===== src/verilog/rsq_pkg.sv =====
/*
 * rsq_pkg: constants and types for the reset sequencer.
 * assumes a single 200 MHz clock; all times except T_FUNC_LONG_MAX_US are converted to cycles here.
 */
package rsq_pkg;

    localparam int unsigned CLK_PERIOD_PS = 5000;

    // sequence durations as printed, in their own units
    localparam int unsigned T_DEST_BIST_MIN_MS = 25;
    localparam int unsigned T_DEST_NOBIST_MAX_US = 90;
    localparam int unsigned T_FUNC_LONG_MIN_US = 50;
    localparam int unsigned T_FUNC_LONG_MAX_US = 90;
    localparam int unsigned T_FUNC_SHORT_MIN_US = 2;
    localparam int unsigned T_FUNC_SHORT_MAX_US = 7;

    // cycle counts; each sequence aims at its least time, rounded up; destructive without self-test uses the functional long least time
    localparam longint unsigned CYC_DEST_BIST =
        (longint'(T_DEST_BIST_MIN_MS) * 1000000000 + CLK_PERIOD_PS - 1) / CLK_PERIOD_PS;
    localparam longint unsigned CYC_FUNC_LONG =
        (longint'(T_FUNC_LONG_MIN_US) * 1000000 + CLK_PERIOD_PS - 1) / CLK_PERIOD_PS;
    localparam longint unsigned CYC_DEST_NOBIST = CYC_FUNC_LONG;
    localparam longint unsigned CYC_FUNC_SHORT =
        (longint'(T_FUNC_SHORT_MIN_US) * 1000000 + CLK_PERIOD_PS - 1) / CLK_PERIOD_PS;
    localparam longint unsigned CYC_DEST_NOBIST_MAX =
        longint'(T_DEST_NOBIST_MAX_US) * 1000000 / CLK_PERIOD_PS;
    localparam longint unsigned CYC_FUNC_SHORT_MAX =
        longint'(T_FUNC_SHORT_MAX_US) * 1000000 / CLK_PERIOD_PS;

    localparam int unsigned CNT_W = 24;
    localparam int unsigned SYNC_STAGES = 2;

    // the five sequence kinds
    typedef enum logic [2:0] {
        RSQ_DEST_BIST,
        RSQ_DEST_NOBIST,
        RSQ_EXT_LONG,
        RSQ_FUNC_LONG,
        RSQ_FUNC_SHORT
    } rsq_kind_t;

    // a functional reset request with its pin drive enable
    typedef struct packed {
        logic req_long;
        logic req_short;
        logic functional_reset_pin_drive_enable;
    } rsq_func_req_t;

    // status seen by the rest of the device
    typedef struct packed {
        logic      in_reset;
        logic      done;
        rsq_kind_t kind;
    } rsq_status_t;

endpackage : rsq_pkg


===== src/verilog/rsq_sync.sv =====
/*
 * rsq_sync: two-flop level synchroniser with constant reset value.
 * assumes the input is an asynchronous level; only the last stage is used.
 */
`timescale 1ns/100ps
module rsq_sync
    import rsq_pkg::*;
#(
    parameter logic RST_VAL = 1'b0
) (
    input  wire logic i_clock,
    input  wire logic i_rst,
    input  wire logic i_async,
    output logic      o_sync
);
    logic [SYNC_STAGES-1:0] stage_ff;
    logic [SYNC_STAGES-1:0] nxt_stage;

    // shift in the raw level
    always_comb begin
        nxt_stage = {stage_ff[SYNC_STAGES-2:0], i_async};
    end

    always_ff @(posedge i_clock or posedge i_rst) begin
        if (i_rst) begin
            stage_ff <= {SYNC_STAGES{RST_VAL}};
        end else begin
            stage_ff <= nxt_stage;
        end
    end

    assign o_sync = stage_ff[SYNC_STAGES-1];
endmodule // rsq_sync


===== src/verilog/rsq_sequencer.sv =====
/*
 * rsq_sequencer: device reset sequencer and shared reset pin control.
 * assumes power_on_reset_in_n and the reset pin come from outside and are
 * synchronised here; functional requests and the self-test select are
 * synchronous inputs from the device's reset generation logic.
 */
// What this block does
// RQ1 - start sequence when power-on reset releases
// RQ2 - host holds power-on reset until supplies stable
// RQ3 - reset pin only pulled low, never high
// RQ4 - release pin at end of sequence
// RQ5 - hold reset while pin held low externally
// RQ6 - functional sequences drive pin only if enabled
// RQ7 - five sequence kinds supported
// RQ8 - destructive with self-test lasts at least 25ms
// RQ9 - destructive without self-test within 90us
// RQ10 - functional long lasts 50 to 90us
// RQ11 - functional short lasts 2 to 7us
// RQ12 - synchronise inputs, phase lengths as counts
`timescale 1ns/100ps
module rsq_sequencer
    import rsq_pkg::*;
#(
    parameter int unsigned P_CYC_DEST_BIST   = 32'(CYC_DEST_BIST),
    parameter int unsigned P_CYC_DEST_NOBIST = 32'(CYC_DEST_NOBIST),
    parameter int unsigned P_CYC_FUNC_LONG   = 32'(CYC_FUNC_LONG),
    parameter int unsigned P_CYC_FUNC_SHORT  = 32'(CYC_FUNC_SHORT)
) (
    input  wire logic    i_clock,
    input  wire logic    i_rst,
    input  wire logic    i_power_on_reset_in_n,
    input  wire logic    i_reset_pin_in_n,
    input  wire logic    i_self_test_en,
    input  wire rsq_func_req_t i_func_req,
    output logic         o_reset_pin_out,
    output logic         o_reset_pin_oe_n,
    output rsq_status_t  o_status
);
    typedef enum logic [2:0] {
        ST_POR,
        ST_RUN,
        ST_THIRD_PHASE,
        ST_DONE
    } rsq_state_t;

    rsq_state_t  state_ff,  nxt_state;
    rsq_kind_t   kind_ff,   nxt_kind;
    logic [CNT_W-1:0] cnt_ff, nxt_cnt;
    logic        drive_ff,  nxt_drive;
    logic        done_ff,   nxt_done;
    logic        por_n_s;
    logic        pin_n_s;
    logic        oe_n_ff,     nxt_oe_n;
    logic        in_reset_ff, nxt_in_reset;

    // length of each sequence in cycles
    function automatic logic [CNT_W-1:0] seq_len(input rsq_kind_t k);
        case (k)
            RSQ_DEST_BIST:   seq_len = CNT_W'(P_CYC_DEST_BIST);   // RQ8
            RSQ_DEST_NOBIST: seq_len = CNT_W'(P_CYC_DEST_NOBIST); // RQ9
            RSQ_EXT_LONG:    seq_len = CNT_W'(P_CYC_DEST_BIST);
            RSQ_FUNC_LONG:   seq_len = CNT_W'(P_CYC_FUNC_LONG);   // RQ10
            RSQ_FUNC_SHORT:  seq_len = CNT_W'(P_CYC_FUNC_SHORT);  // RQ11
            default:         seq_len = CNT_W'(P_CYC_DEST_NOBIST);
        endcase
    endfunction

    // input synchronisers
    rsq_sync #(.RST_VAL(1'b0)) u_sync_por ( // RQ12
        .i_clock (i_clock),
        .i_rst   (i_rst),
        .i_async (i_power_on_reset_in_n),
        .o_sync  (por_n_s)
    );
    rsq_sync #(.RST_VAL(1'b0)) u_sync_pin ( // RQ12
        .i_clock (i_clock),
        .i_rst   (i_rst),
        .i_async (i_reset_pin_in_n),
        .o_sync  (pin_n_s)
    );

    // sequence state machine
    always_comb begin
        nxt_state    = state_ff;
        nxt_kind     = kind_ff;
        nxt_cnt      = cnt_ff;
        nxt_drive    = drive_ff;
        nxt_done     = done_ff;
        case (state_ff)
            ST_POR: begin
                nxt_drive = 1'b1;
                nxt_done  = 1'b0;
                if (por_n_s) begin // RQ1
                    // self-test choice picks the destructive flavour
                    nxt_kind  = i_self_test_en ? RSQ_DEST_BIST : RSQ_DEST_NOBIST; // RQ7
                    nxt_cnt   = seq_len(i_self_test_en ? RSQ_DEST_BIST : RSQ_DEST_NOBIST);
                    nxt_state = ST_RUN;
                end
            end
            ST_RUN: begin
                if (cnt_ff > CNT_W'(1)) begin
                    nxt_cnt = cnt_ff - CNT_W'(1);
                end else begin
                    nxt_cnt   = '0;
                    nxt_state = ST_THIRD_PHASE;
                end
            end
            ST_THIRD_PHASE: begin
                // release our pull, then wait for the wire to rise
                nxt_drive = 1'b0; // RQ4
                if (pin_n_s && !drive_ff) begin // RQ5
                    nxt_state = ST_DONE;
                    nxt_done  = 1'b1;
                end
            end
            ST_DONE: begin
                if (!pin_n_s) begin
                    // external reset: long sequence with self-test
                    nxt_kind  = RSQ_EXT_LONG; // RQ7
                    nxt_cnt   = seq_len(RSQ_EXT_LONG);
                    nxt_drive = 1'b1;
                    nxt_done  = 1'b0;
                    nxt_state = ST_RUN;
                end else if (i_func_req.req_long || i_func_req.req_short) begin
                    nxt_kind  = i_func_req.req_long ? RSQ_FUNC_LONG : RSQ_FUNC_SHORT;
                    nxt_cnt   = seq_len(i_func_req.req_long ? RSQ_FUNC_LONG : RSQ_FUNC_SHORT);
                    nxt_drive = i_func_req.functional_reset_pin_drive_enable; // RQ6
                    nxt_done  = 1'b0;
                    nxt_state = ST_RUN;
                end
            end
            default: begin
                nxt_state = ST_POR;
            end
        endcase
        // a power-on reset assertion returns to ST_POR, pulls the pin and clears done
        if (!por_n_s) begin
            nxt_state = ST_POR;
            nxt_drive = 1'b1;
            nxt_done  = 1'b0;
        end
        // pin enable and status kept as their own flops
        nxt_oe_n     = ~nxt_drive; // RQ3
        nxt_in_reset = ~nxt_done;
    end

    always_ff @(posedge i_clock or posedge i_rst) begin
        if (i_rst) begin
            state_ff    <= ST_POR;
            kind_ff     <= RSQ_DEST_NOBIST;
            cnt_ff      <= '0;
            drive_ff    <= 1'b1;
            done_ff     <= 1'b0;
            oe_n_ff     <= 1'b0;
            in_reset_ff <= 1'b1;
        end else begin
            state_ff    <= nxt_state;
            kind_ff     <= nxt_kind;
            cnt_ff      <= nxt_cnt;
            drive_ff    <= nxt_drive;
            done_ff     <= nxt_done;
            oe_n_ff     <= nxt_oe_n;
            in_reset_ff <= nxt_in_reset;
        end
    end

    // open-drain pin: data always low, enable low while pulling
    assign o_reset_pin_out  = 1'b0;       // RQ3
    assign o_reset_pin_oe_n = oe_n_ff;    // RQ3
    assign o_status.in_reset = in_reset_ff;
    assign o_status.done     = done_ff;
    assign o_status.kind     = kind_ff;

    // pin data never high
    a_pin_never_high: assert property ( // RQ3
        @(posedge i_clock) disable iff (i_rst) o_reset_pin_out == 1'b0
    ) else $error("reset pin driven high");

    // sequence starts the edge after synchronised power-on release
    a_por_start: assert property ( // RQ1
        @(posedge i_clock) disable iff (i_rst)
        (state_ff == ST_POR && por_n_s) |=> (state_ff == ST_RUN)
    ) else $error("sequence did not start on power-on release");

    // pull released once third phase reached
    a_pin_release: assert property ( // RQ4
        @(posedge i_clock) disable iff (i_rst)
        (state_ff == ST_THIRD_PHASE && por_n_s) |=> !drive_ff
    ) else $error("pin still pulled after sequence end");

    // done held off while pin low externally
    a_ext_hold: assert property ( // RQ5
        @(posedge i_clock) disable iff (i_rst)
        (state_ff == ST_THIRD_PHASE && !pin_n_s) |=> !done_ff
    ) else $error("reset ended while pin held low");

    // short functional sequence pull follows the enable
    a_func_drive: assert property ( // RQ6
        @(posedge i_clock) disable iff (i_rst)
        (state_ff == ST_DONE && pin_n_s && por_n_s && i_func_req.req_short
         && !i_func_req.req_long)
        |=> (drive_ff == $past(i_func_req.functional_reset_pin_drive_enable))
    ) else $error("functional pull does not follow enable");

    // short functional count stays within its 7us bound
    a_short_len: assert property ( // RQ11
        @(posedge i_clock) disable iff (i_rst)
        (state_ff == ST_RUN && kind_ff == RSQ_FUNC_SHORT)
        |-> (cnt_ff <= CNT_W'(CYC_FUNC_SHORT_MAX))
    ) else $error("short functional count too long");

    // destructive without self-test within bound
    a_nobist_len: assert property ( // RQ9
        @(posedge i_clock) disable iff (i_rst)
        (state_ff == ST_RUN && kind_ff == RSQ_DEST_NOBIST)
        |-> (cnt_ff <= CNT_W'(CYC_DEST_NOBIST_MAX))
    ) else $error("destructive count too long");

    // run loads its full count on entry
    a_run_load: assert property ( // RQ12
        @(posedge i_clock) disable iff (i_rst)
        (state_ff != ST_RUN ##1 state_ff == ST_RUN) |-> (cnt_ff == seq_len(kind_ff))
    ) else $error("run count not loaded");

endmodule // rsq_sequencer


===== config.mk =====
export PLATFORM = sky130hd
export DESIGN_NAME = rsq_sequencer
export DESIGN_NICKNAME = d
export VERILOG_FILES = /design/src/verilog/rsq_pkg.sv /design/src/verilog/rsq_sync.sv /design/src/verilog/rsq_sequencer.sv
export SDC_FILE = /design/constraint.sdc
export NUM_CORES = 1
export LEC_CHECK = 0
export ABC_AREA = 1
export ABC_CLOCK_PERIOD_IN_PS = 1700
export BUFFER_PORTS_ARGS = -buffer_cell sky130_fd_sc_hd__buf_2
export CAP_MARGIN = 20
export CELL_PAD_IN_SITES_DETAIL_PLACEMENT = 1
export CELL_PAD_IN_SITES_GLOBAL_PLACEMENT = 1
export CORE_MARGIN = 2
export CORE_UTILIZATION = 35
export CTS_BUF_LIST = sky130_fd_sc_hd__clkbuf_8 sky130_fd_sc_hd__clkbuf_16
export CTS_CLUSTER_SIZE = 24
export DETAILED_ROUTE_END_ITERATION = 6
export GPL_TIMING_DRIVEN = 0
export HOLD_SLACK_MARGIN = 0.03
export PLACE_DENSITY = 0.68
export RECOVER_POWER = 25
export SYNTH_ARGS = -nofsm -noshare
export SYNTH_HDL_FRONTEND = slang
export SYNTH_SLANG_ARGS = --single-unit

===== constraint.sdc =====
create_clock -name i_clock -period 1.7 [get_ports i_clock]
set_input_delay 0.34 -clock i_clock [delete_from_list [all_inputs] [get_ports i_clock]]
set_output_delay 0.34 -clock i_clock [all_outputs]
set_load 0.05 [all_outputs]

Yosys cells after proc, flatten, opt, wreduce, memory -nomap -nowiden. Index checks and enable logic that the tools add are counted.

Output and inout port bits: 7. Word-level logic and storage cells: 66. Register bits after elaboration: 38. Input bits: 8.

$lt $le $gt $ge: 1. Equal/unequal tests: 12. Reductions and logical operators: 13. $add $sub $neg: 1. Bitwise gates (word level): 2. Muxes and demuxes: 28.

Operators by type and width (count): $mux W24 (4); $pmux W23 S2 (2); $pmux W24 S3 (1); $mux W3 (9); $gt A24 B1 Y1 const B (1); $sub A24 B1 Y24 const B (1); $pmux W3 S4 (1); $eq A3 B2 Y1 const B (3); $logic_not A3 Y1 (3); $ne A3 B3 Y1 const B (3); $reduce_and A3 Y1 (3); $mux W1 (8); $pmux W1 S3 (2); $pmux W3 S2 (1); $ne A4 B4 Y1 const B (1); $reduce_or A2 Y1 (2); $eq A1 B3 Y1 const B (1); $eq A3 B1 Y1 const B (1); $eq A3 B3 Y1 const B (1); $reduce_bool A3 Y1 (1); $eq A1 B2 Y1 const B (1); $ne A2 B1 Y1 const B (1); $not A1 Y1 (2); $reduce_bool A2 Y1 (1); 3 further kinds (3).

Depth between registers and ports, before layout.
Depth in word-level cells: 7. Depth in mapped cells: 13. Depth with buffers taken out: 13.

By module. A second synthesis with hierarchy kept.

Cells, all modules: 325. Area total of the unflattened synthesis: 2346.0 um2.

Modules (own cells, without submodules): rsq_sequencer (area each 2238.4 um2, sequential area each 829.5 um2, cells each 319, instances 1); rsq_sync (area each 53.8 um2, sequential area each 50.0 um2, cells each 3, instances 2).

Least setup slack after synthesis. No wires, ideal clock.

Kind: register -> register. From: register state_ff[1]. To: register cnt_ff[17]. Arrival time: 1487 ps. Path slack: 91 ps. Cell stages (with the launch flop): 10. Setup time: 121 ps. Path buffers: 1. Period minus slack after synthesis: 1609 ps. Required time: 1579 ps. Cell sequence: dfrtp_1 -> inv_1 -> ha_1 -> nor2_2 -> o21ai_4 -> nand2_4 -> buf_6 -> nor2_1 -> xor2_1 -> nor2_1.

Word-level cells in the longest chain between the ends: 3. Elaborated cells between the ends (all ways): 8. Those cells by class: eq/ne (4); mux (1); reduce/logical (3).

RTL lines: start, declared (line rsq_sequencer.sv:46) `rsq_state_t state_ff, nxt_state;`; start signal, assigned (line rsq_sequencer.sv:157) `state_ff <= nxt_state;`; $eq A3 B2 Y1 (tied with other cells) (line rsq_sequencer.sv:89) `case (state_ff)`; $ne A3 B3 Y1 (no line) (tied with other cells); $reduce_and A3 Y1 (no line); end signal, assigned (line rsq_sequencer.sv:159) `cnt_ff <= nxt_cnt;`; end, declared (line rsq_sequencer.sv:48) `logic [CNT_W-1:0] cnt_ff, nxt_cnt;`.

Parallel ways exist; a longest one is shown, timed or not. A chain may end at the register's enable or synchronous reset.

Worst setup path after layout.
From: register state_ff[1]. To: register cnt_ff[20].

Same word-level chain as after synthesis.

==> results.md <==
- Outcome: finished, violations left
- Failing checks: capacitance limit, setup timing
- Synth top area share: 36.2%
- Top-Level Pins: 15
- GP Congestion: approximately 0.83
- Dpl hpwl: 4690 um
- Final WL: 6950 um
- Worst Hold Margin: between 100 and 150 ps
- Most numerous cell in the Yosys netlist: nand2_1
- Syn nets: about 330
- M1 WL: just over 3000 um
- Worst-Margin Slew: 1470 ps
- First-pass GRT wire length: 11300 um
- Routed via count: 2183
- Endpoints failing hold: 0
- Syn Std Cell Area: 2350 um^2
- Worst-path clk slew: 80 ps
- Proportion of layout cells with a drive suffix above 1: 32.5%
- Pin count of the biggest net entering global routing: 38
- Largest cells by area after synthesis: dfrtp_1, nand2_1, nor2_1
- Sink Count: 37
- Static leakage: 1.44 nW
- Commonest cells in the netlist: nand2_1, nor2_1, inv_1, dfrtp_1, a21oi_1
- Number of DRC markers in iteration 0: 84
- Peak VDD IR: 0.000857 V
- # hold bufs at CTS: 0
- Syn Area/Cell: roughly 7.4 um^2
- Synth cell types: 36
- Crit end category: flip-flop
- Unrepaired setup endpoints after global routing: true
- Number of synthesized flops with an enable pin: 0
- Critical Path RT: 1880 ps
- H-tree Lvls: 2
- Routed Antenna Nets: 0
- Max_slew headroom: approximately 1.6%
- Clock Path Buffers: 2
- GR Overflow Total: 0
- Tmin final: ~1700 ps
- Layout Skew: 6.70 ps
- Fmax: 0.573 GHz
- Sequential cell area: between 900 and 1000 um^2
- Worst skew pair latency: 300 ps
- Ys Warns: 0
- Ant diodes: 0
- Total negative slack: -207 ps
- CP Class: reg2reg
- Via count of the first global-routing pass: 2304
- CTS tree: built
- Met2 WL: 3600 um
- Starting Density: around 37%
- CP Max Fanout: 7
- GRT Util Overall: 19.9%
- Sequential share of the synthesized area: 39.5%
- Min setup slack post-route: -45.4 ps
- Worst Path Arrival: 1930 ps
- Highest routed layer: met4
- First-pass DRT Iterations: 4
- Routed wl met3: 183 um
- Rows: 29
- Die width: 86.0 um
- Total die area: 7390 um^2
- # DRC: 0
- Vias per cell: around 5.0
- Initial antenna violation count: 0
- Die height: 86.0 um
- # port buffers: 13
- Main synth FF type: dfrtp_1
- # fillers: 782
- Min-delay worst type: in2reg
- Gate Count Post-Synth: 317
- # Max-Cap Violations: 1
- Final layout net count: 370
- PwrDens: roughly 1900 nW/um^2
- Wire per inst: 16.0 um
- Multi-input logic area: around 1500 um^2
- Pre-CTS WS: -247 ps
- Std-Cell Core Area: 6420 um^2
- Worst setup SP type: flip-flop
- Cts bufs inserted: 5
- Clock root buffer: clkbuf_8
- Cell taking the most area after synthesis: dfrtp_1
- Final Cycle Share: 103%
- Fin. max-slew vios: 0
- Post-synth ARST share: 100%
- Setup violators final: 10
- #FFs+latches synth: 37
- Synthesis-to-layout area growth: 30.5%
-- area by class of cell --
class,count,share of cell area (%)
flip-flops and latches,37,30.3
plain buffers,6,2.36
inverters,43,5.50
multi-input cells,231,47.7
clock inverters,3,0.571
well taps,77,3.14
repair buffers,32,8.15
clock buffers,5,2.24
-- cells in the final DEF, fill, tap and decap left out, types with 2 or more instances in the layout --
master and instances:
nor2_4 10, nand4_1 7, nor3_1 2, o21ai_2 2, nor2_2 12, buf_4 18, dfstp_2 3, inv_2 6
a21oi_2 5, a21oi_1 7, xor2_1 8, ha_4 5, buf_6 2, clkinv_2 2, nand2_2 6, o21ai_0 9
nand3_1 8, xnor2_1 2, a22oi_2 2, nand2_4 5, o21bai_1 4, dfrtp_1 33, buf_8 2, nand2_1 66
nor2_8 2, o21ai_1 2, clkbuf_8 5, inv_1 35, clkbuf_16 2, buf_2 13, nand3_2 3, nor2_1 49
nor3_4 2
-- power by group --
| part | total, W | switching, W | internal [W] |
|---|---|---|---|
| Combinational | 0.00360 | 0.00214 | 0.00146 |
| Clock | 0.000639 | 0.000355 | 0.000284 |
| Sequential | 0.00144 | 0.000289 | 0.00115 |
| Total | 0.00568 | 0.00278 | 0.00290 |
-- worst max-delay path: stages (launching register included) --
cell and delay (ps):
dfrtp_1 440, inv_2 120, ha_4 180, nor2_4 50, o21ai_4 210, nand2_8 130, nor3_4 290, nand3_2 100
nand2_2 80, nor2_1 30
-- registers in the layout (all words and copies together) (netlist names) --
name	count
state_ff	2
u_sync_pin.stage_ff	2
drive_ff	1
kind_ff	3
o_reset_pin_oe_n	1
cnt_ff	24
in_reset_ff	1
done_ff	1
u_sync_por.stage_ff	2
-- metrics by stage --
step                total power (W)  util, %  cells  area (um^2)
global placement            0.00372     39.1    407         2510
global route                0.00612     47.8    434         3070
finish                      0.00568     47.8    434         3070
floorplan                   0.00317        -    317         2350
detailed placement          0.00378     39.1    407         2510
CTS                         0.00489     43.3    425         2780
-- final timing paths --
check | start | cells after the start | endpoint | slack, ps
setup / recovery | state_ff[1] | 9 | cnt_ff[20] | -50
hold / removal | i_power_on_reset_in_n | 1 | u_sync_por.stage_ff[0] | 140
setup reg to reg | state_ff[1] | 9 | cnt_ff[20] | -50
hold reg to reg | u_sync_por.stage_ff[0] | 0 | u_sync_por.stage_ff[1] | 360
max in group asynchronous | i_rst | 2 | state_ff[0] | 260
min in group asynchronous | i_rst | 2 | cnt_ff[2] | 470
-- routing by layer --
layer / track usage, % / vias to the layer above
li1: - / 1068
met1: 25.0 / 1073
met2: 35.2 / 32
met3: 2.98 / 10
met4: 5.63 / 0
met5: 0 / -
-- what timing repair did --
item / CTS / global route
pin swaps: 8 / 18
cloned: 1 / 2
setup buffers: 9 / 8
resized for setup: 28 / 50
endpoints found under the setup margin: 26 / 26
-- cell families after synthesis --
family / synth area share [%]
buffers and inverters: 9.42
adder cells (fa/ha/maj): 3.19
AO/OA/AOI/OAI: 9.58
flip-flops: 39.5
other: 0.160
AND/OR/NAND/NOR: 34.0
XOR/XNOR: 4.10
No activity file was read; power rests on OpenSTA's default activity.
